===== src/hw/pfr_pkg.sv =====
// Shared constants and carrier types for the peripheral interrupt flag registers.
`default_nettype none

package pfr_pkg;

  // ==========================================================================
  // Bus geometry
  localparam int ADDR_W = 4;
  localparam int DATA_W = 8;

  // ==========================================================================
  // Register offsets
  localparam logic [ADDR_W-1:0] FLAGS3_OFS = 4'h0;
  localparam logic [ADDR_W-1:0] FLAGS4_OFS = 4'h1;
  localparam logic [ADDR_W-1:0] MASK3_OFS = 4'h2;
  localparam logic [ADDR_W-1:0] MASK4_OFS = 4'h3;

  // ==========================================================================
  // Reset values
  localparam logic [DATA_W-1:0] FLAGS_RST = 8'h00;
  localparam logic [DATA_W-1:0] MASK_RST = 8'h00;

  // ==========================================================================
  // Field positions of the clock, timer three and logic cell register
  localparam int OSC_FAIL_BIT = 7;
  localparam int CLK_SW_BIT = 6;
  localparam int T3_GATE_BIT = 5;
  localparam int T3_OVF_BIT = 4;
  localparam int CELL_LO_BIT = 0;

  // ==========================================================================
  // Field positions of the waveform, timer five and capture register
  localparam int WG2_BIT = 7;
  localparam int WG1_BIT = 6;
  localparam int T5_GATE_BIT = 5;
  localparam int T5_OVF_BIT = 4;
  localparam int CC_LO_BIT = 0;

  // ==========================================================================
  // Peripheral counts
  localparam int NUM_CELLS = 4;
  localparam int NUM_WAVEGEN = 2;
  localparam int NUM_CAPCMP = 4;

  // ==========================================================================
  // Capture/compare unit mode codes
  localparam logic [1:0] MODE_OFF = 2'h0;
  localparam logic [1:0] MODE_CAPTURE = 2'h1;
  localparam logic [1:0] MODE_COMPARE = 2'h2;
  localparam logic [1:0] MODE_PWM = 2'h3;

  // ==========================================================================
  // Carrier types
  typedef struct packed {
    logic wr;
    logic rd;
    logic [ADDR_W-1:0] addr;
    logic [DATA_W-1:0] wdata;
  } pfr_bus_req_t;

  typedef struct packed {
    logic oscFail;
    logic clkSwitchDone;
    logic timer3Gate;
    logic timer3Ovf;
    logic [NUM_CELLS-1:0] logicCell;
    logic [NUM_WAVEGEN-1:0] wavegenShutdown;
    logic timer5Gate;
    logic timer5Ovf;
  } pfr_events_t;

  typedef struct packed {
    logic [1:0] mode;
    logic capture;
    logic compare;
    logic pwmFall;
  } pfr_capcmp_t;

  typedef struct packed {
    logic [DATA_W-1:0] mask3;
    logic [DATA_W-1:0] mask4;
    logic [DATA_W-1:0] rdata;
    logic irq;
  } pfr_regs_t;

  typedef struct packed {
    logic flag;
  } pfr_cell_t;

endpackage

`default_nettype wire


===== src/hw/pfr_irq_flags.sv =====
// Peripheral interrupt request flag registers three and four with mask and interrupt line.
//
// The address-and-strobe port and the placing of the registers were left to the implementer.
`timescale 1ns/100ps
`default_nettype none

// Overview of operation
// - All flag bits readable, writable, hardware-set, reset zero.
// - Oscillator failure sets top bit, register three.
// - Completed clock switch sets switch-done flag.
// - Timer three gate going inactive sets flag.
// - Timer three overflow sets flag; software clears.
// - Logic cell conditions set bits three..zero.
// - Waveform generator shutdowns set register four top bits.
// - Timer five gate closing sets its flag.
// - Timer five overflow sets flag; software clears.
// - Capture mode: each capture sets unit flag.
// - Compare mode: each match sets unit flag.
// - PWM mode: output trailing edge sets flag.
// - Flags set regardless of enable masks.
module pfr_irq_flags
  import pfr_pkg::*;
#(
  parameter int N_CELLS = NUM_CELLS,
  parameter int N_CAPCMP = NUM_CAPCMP
) (
  // Clock and reset
  input wire logic mclk,
  input wire logic nrst,
  // Register port
  input wire logic [ADDR_W-1:0] regAddr,
  input wire logic [DATA_W-1:0] regWdata,
  input wire logic regWr,
  input wire logic regRd,
  output logic [DATA_W-1:0] regRdata,
  // Peripheral event strobes
  input wire pfr_events_t evt,
  input wire pfr_capcmp_t [N_CAPCMP-1:0] capcmp,
  // Interrupt
  output logic irq
);

  // ==========================================================================
  // Elaboration checks
  if (N_CELLS != NUM_CELLS) begin : g_bad_cells
    $error("pfr_irq_flags: logic cell count must be four");
  end
  if (N_CAPCMP != NUM_CAPCMP) begin : g_bad_capcmp
    $error("pfr_irq_flags: capture/compare unit count must be four");
  end

  // ==========================================================================
  // Declarations
  pfr_bus_req_t req;
  pfr_regs_t st_r;
  pfr_regs_t st_nxt;
  logic [DATA_W-1:0] set3;
  logic [DATA_W-1:0] set4;
  logic [DATA_W-1:0] flags3;
  logic [DATA_W-1:0] flags4;
  logic [N_CAPCMP-1:0] ccSet;
  logic wr3;
  logic wr4;

  assign req = '{wr: regWr, rd: regRd, addr: regAddr, wdata: regWdata};
  assign wr3 = req.wr && (req.addr == FLAGS3_OFS);
  assign wr4 = req.wr && (req.addr == FLAGS4_OFS);

  // ==========================================================================
  // Event to flag mapping; no mask takes part here.
  always_comb begin
    set3 = '0;
    set3[OSC_FAIL_BIT] = evt.oscFail;
    set3[CLK_SW_BIT] = evt.clkSwitchDone;
    set3[T3_GATE_BIT] = evt.timer3Gate;
    set3[T3_OVF_BIT] = evt.timer3Ovf;
    set3[CELL_LO_BIT +: NUM_CELLS] = evt.logicCell;
  end

  // A unit's strobe only counts when it matches the unit's current mode.
  always_comb begin
    for (int u = 0; u < N_CAPCMP; u++) begin
      case (capcmp[u].mode)
        MODE_CAPTURE: ccSet[u] = capcmp[u].capture;
        MODE_COMPARE: ccSet[u] = capcmp[u].compare;
        MODE_PWM: ccSet[u] = capcmp[u].pwmFall;
        default: ccSet[u] = 1'b0;
      endcase
    end
  end

  always_comb begin
    set4 = '0;
    set4[WG2_BIT] = evt.wavegenShutdown[1];
    set4[WG1_BIT] = evt.wavegenShutdown[0];
    set4[T5_GATE_BIT] = evt.timer5Gate;
    set4[T5_OVF_BIT] = evt.timer5Ovf;
    set4[CC_LO_BIT +: NUM_CAPCMP] = ccSet;
  end

  // ==========================================================================
  // Flag bits; set wins over a write in the same cycle.
  generate
    for (genvar b = 0; b < DATA_W; b++) begin : g_bit
      pfr_flag_cell #(
        .RST_VAL(FLAGS_RST[b])
      ) u_f3 (
        .mclk(mclk),
        .nrst(nrst),
        .hwSet(set3[b]),
        .wrEn(wr3),
        .wrData(req.wdata[b]),
        .flag(flags3[b])
      );
      pfr_flag_cell #(
        .RST_VAL(FLAGS_RST[b])
      ) u_f4 (
        .mclk(mclk),
        .nrst(nrst),
        .hwSet(set4[b]),
        .wrEn(wr4),
        .wrData(req.wdata[b]),
        .flag(flags4[b])
      );
    end
  endgenerate

  // ==========================================================================
  // Masks, read data and interrupt line.
  always_comb begin
    st_nxt = st_r;
    if (req.wr && (req.addr == MASK3_OFS)) begin
      st_nxt.mask3 = req.wdata;
    end
    if (req.wr && (req.addr == MASK4_OFS)) begin
      st_nxt.mask4 = req.wdata;
    end
    st_nxt.rdata = '0;
    if (req.rd) begin
      case (req.addr)
        FLAGS3_OFS: st_nxt.rdata = flags3;
        FLAGS4_OFS: st_nxt.rdata = flags4;
        MASK3_OFS: st_nxt.rdata = st_r.mask3;
        MASK4_OFS: st_nxt.rdata = st_r.mask4;
        default: st_nxt.rdata = '0;
      endcase
    end
    st_nxt.irq = |((flags3 & st_r.mask3) | (flags4 & st_r.mask4));
  end

  always_ff @(posedge mclk) begin
    if (!nrst) begin
      st_r.mask3 <= MASK_RST;
      st_r.mask4 <= MASK_RST;
      st_r.rdata <= '0;
      st_r.irq <= 1'b0;
    end else begin
      st_r <= st_nxt;
    end
  end

  assign regRdata = st_r.rdata;
  assign irq = st_r.irq;
endmodule

`default_nettype wire


===== src/hw/pfr_flag_cell.sv =====
// One hardware-set, software-writable interrupt flag bit.
`timescale 1ns/100ps
`default_nettype none

module pfr_flag_cell
  import pfr_pkg::*;
#(
  parameter logic RST_VAL = 1'b0
) (
  // Clock and reset
  input wire logic mclk,
  input wire logic nrst,
  // Hardware event and software write
  input wire logic hwSet,
  input wire logic wrEn,
  input wire logic wrData,
  // Flag
  output logic flag
);

  pfr_cell_t st_r;
  pfr_cell_t st_nxt;

  // ==========================================================================
  // Next state: a hardware set overrides a write of zero in the same cycle.
  always_comb begin
    st_nxt = st_r;
    if (wrEn) begin
      st_nxt.flag = wrData;
    end
    if (hwSet) begin
      st_nxt.flag = 1'b1;
    end
  end

  always_ff @(posedge mclk) begin
    if (!nrst) begin
      st_r.flag <= RST_VAL;
    end else begin
      st_r <= st_nxt;
    end
  end

  assign flag = st_r.flag;

endmodule

`default_nettype wire


===== config.mk =====
export PLATFORM = sky130hd
export DESIGN_NAME = pfr_irq_flags
export DESIGN_NICKNAME = d
export VERILOG_FILES = /design/src/hw/pfr_pkg.sv /design/src/hw/pfr_irq_flags.sv /design/src/hw/pfr_flag_cell.sv
export SDC_FILE = /design/constraint.sdc
export NUM_CORES = 1
export LEC_CHECK = 0
export ABC_CLOCK_PERIOD_IN_PS = 3120
export BUFFER_PORTS_ARGS = -buffer_cell sky130_fd_sc_hd__buf_2
export CAP_MARGIN = 25
export CORE_MARGIN = 1.5
export CORE_UTILIZATION = 48
export DETAILED_ROUTE_END_ITERATION = 8
export GPL_ROUTABILITY_DRIVEN = 0
export PLACE_DENSITY = 0.83
export RECOVER_POWER = 100
export SLEW_MARGIN = 25
export SYNTH_ARGS = -nofsm -noshare
export SYNTH_HDL_FRONTEND = slang
export SYNTH_HIERARCHICAL = 1
export SYNTH_SLANG_ARGS = --single-unit

===== constraint.sdc =====
create_clock -name mclk -period 3.12 [get_ports mclk]
set_input_delay 0 -clock mclk [delete_from_list [all_inputs] [get_ports mclk]]
set_output_delay 0 -clock mclk [all_outputs]
set_load 0.01 [all_outputs]

==> results.py <==
metrics = {
    "critical_path": {
        "r2r-start": "g_bit[3].u_f4/flag",
        "path_buf_inv": 1,
        "critical-path-slowest-cell": "nor3b_1",
        "critPathRequiredTime_ns": 3.28,
        "slowest_delay_ns": 1.05,
        "cp_cell_sequence": "clkbuf_1, nor3b_1, nand3_1, nand3_1, o21ai_0",
        "crit_fanout": 16,
        "crit_path_frequent_cell": "nand3_1",
        "reg2reg_setup_slack_ns": 1.85,
        "end_kind": "register",
        "critPathKind": "primary input to register",
        "cp.arrival_ns": 2.21,
        "crit_family": "simple AND/OR/NAND/NOR gates",
        "reg2reg_depth": 4,
        "r2r_end": "irq",
        "crit_path_start_kind": "primary input",
    },
    "clock_network": {
        "cts_root_buf": "clkbuf_8",
        "cts_tree": "built",
        "post-cts-setup-buffers": 0,
        "cts.sinks": 41,
        "clk_pin_slew_ns": 0.08,
        "clkLatencyLatePin_ns": 0.30,
        "cts_resized": 0,
        "cts_buffer_depth": 2,
        "numCtsBuffers": 5,
        "cts_max_level": 2,
    },
    "synthesis": {
        "synthTopCellsByCount": "41 x dfxtp_1, 24 x mux2_1, 24 x nand2_1",
        "yosys_warnings": 6,
        "syn_avg_cell_area_um2": 10.3,
        "synth_edf_count": 0,
        "seq_area_frac_synth": 0.424,
        "syn_inst": 187,
        "synth.net_count": 235,
        "synth_area_um2": 1930,
        "synth_ff_type": "dfxtp_1",
        "ys_top_cells_by_area": "dfxtp_1 42%, mux2_1 14%, o21a_1 6.6%, nand2_1 4.7%, a222oi_1 4.1%",
        "ys_ff_latch": 41,
        "async_flop_share": 0,
        "synth_cell_types": 24,
        "synth_area_leader_cell": "dfxtp_1",
        "yosysTopAreaCellShare": 0.424,
        "yosysMostFrequentCell": "dfxtp_1",
    },
    "drt": {
        "drtPass1Iterations": 9,
        "drc": 0,
        "wirelength_mm": 4.19,
        "ant_nets": 0,
        "vias": 1662,
        "vias_per_cell": 5.41,
        "post_drt_wl_per_cell_um": 13.6,
        "drt-initial-drc-count": 107,
    },
    "timing": {
        "worstMarginPinSlew_ns": 1.28,
        "fin_crit_ns": 2.05,
        "report.final.slew_viol_count": 0,
        "grt_setup_unrepaired": "false",
        "min_period_over_period": 0.658,
        "hold_viol_final": 0,
        "final-setup-viol-count": 0,
        "slew_headroom": 0.148,
        "fmax_mhz": 487,
        "finalSetupTns_ns": 0,
        "fin_skew_ns": 0.00477,
    },
    "place": {
        "port_buffers": 56,
        "dpl.hpwl_mm": 2.86,
    },
    "worst_hold_path": {
        "holdPathStages": 4,
        "hold_path.startpoint": "capcmp[18]",
        "hold-path-endpoint": "g_bit[3].u_f4/flag",
        "hold_class": "primary input to register",
    },
    "die": {
        "core_area_um2": 3770,
        "die_h_um": 66.5,
        "ioPinCount": 57,
        "num_rows": 22,
        "die_w_um": 66.5,
        "die_area_um2": 4420,
        "initial_utilization": 0.513,
    },
    "finish": {
        "syn_to_final_growth_pct": 24.6,
        "final_core_util": 0.639,
        "layout-drive-gt1-share": 0.224,
        "n_fill_cell": 329,
        "antennaDiodeCount": 0,
        "layout.nets": 306,
    },
    "power_and_ir_drop": {
        "p_leak_uw": 0.000982,
        "ir_drop_mv": 0.299,
        "power_density_nw_per_um2": 421,
    },
    "grt": {
        "grt_use_total": 0.209,
        "grt_max_degree": 43,
        "grt_pass1_vias": 1508,
        "antenna_found_initial": 0,
        "grt.overflow.total": 0,
        "grt_pass1_wl_mm": 6.84,
    },
    "run": {
        "cap_violations": 0,
    },
    "outcome": {
        "status": "completed",
    },
}
## layout make-up
type | count | area (µm²) | share of cell area
clock inverters | 2 | 10.0 | 0.00415
multi-input cells | 133 | 977 | 0.405
flip-flops and latches | 41 | 821 | 0.340
repair buffers | 77 | 470 | 0.195
well taps | 48 | 60.1 | 0.0249
clock buffers | 6 | 72.6 | 0.0301
## worst max path at each step
stage                     cells after the start        from                 end
after detailed placement                      5  regAddr[0]  g_bit[5].u_f4/flag
after global routing                          5  regAddr[3]            st_r[11]
after CTS                                     5  regAddr[0]  g_bit[5].u_f4/flag
after floorplan                               4  regAddr[1]  g_bit[0].u_f3/flag
after global placement                        5  regAddr[0]  g_bit[4].u_f4/flag
final                                         5  regAddr[3]            st_r[13]
## metrics by stage
step           hold WS [ns]  worst slack (ns)  cell area (µm²)  total power [µW]  std cells
6_report             0.0287              1.07             2410              1020        307
5_1_grt              0.0589             0.830             2410              1070        307
4_1_cts              0.0250              1.48             2470              1030        307
3_5_place_dp          0.213              1.15             2190               682        279
3_3_place_gp          0.207              1.21             2190               679        279
2_1_floorplan         0.117              1.62             1930               628        187
## worst register-to-register path, cell delays in order (launching register included)
cell	delay (ns)
dfxtp_1	0.34
a22o_1	0.23
a221oi_1	0.27
nand3_1	0.13
o21a_1	0.20
## repair_timing
action,4_1_cts,5_1_grt
setup endpoints to repair,0,0
hold endpoints to repair,28,0
hold buffers,20,0
## report_power, final
| group | switching (µW) | internal (µW) | total [µW] |
|---|---|---|---|
| logic | 52.8 | 72.0 | 125 |
| registers | 16.7 | 543 | 560 |
| clock network | 176 | 155 | 331 |
| total | 246 | 770 | 1020 |
## registers in the layout, indices dropped and copies added (netlist names)
name / count
st_r: 16
regRdata: 8
g_bit.u_f3/flag: 8
g_bit.u_f4/flag: 8
irq: 1
## logic make-up after synthesis
| kind of cell | count (synthesis) | share of synthesized area |
|---|---|---|
| AND/OR/NAND/NOR | 52 | 0.153 |
| AO/OA/AOI/OAI | 45 | 0.172 |
| flip-flops | 41 | 0.424 |
| multiplexers | 36 | 0.204 |
| buffers and inverters | 13 | 0.0466 |
## routing by layer
| metal | GRT usage | vias up | part of all wire |
|---|---|---|---|
| li1 | - | 826 | - |
| met1 | 0.260 | 760 | 0.46 |
| met2 | 0.330 | 64 | 0.44 |
| met3 | 0.0541 | 12 | 0.065 |
| met4 | 0.107 | 0 | 0.033 |
| met5 | 0 | - | 0 |
## cells in the final DEF, fill, tap and decap left out, drive strengths merged
cell and n:
o21ai 12, nand2 25, nor2 10, o21a 17
dlygate4sd3 20, a22oi 4, a221oi 2, nor4 1
clkinv 2, mux2 28, a22o 2, mux2i 8
nor4b 1, dfxtp 41, clkbuf 18, nand3 12
buf 45, nor3b 1, and2 2, a222oi 8
No activity file was read; power rests on OpenSTA's default activity.
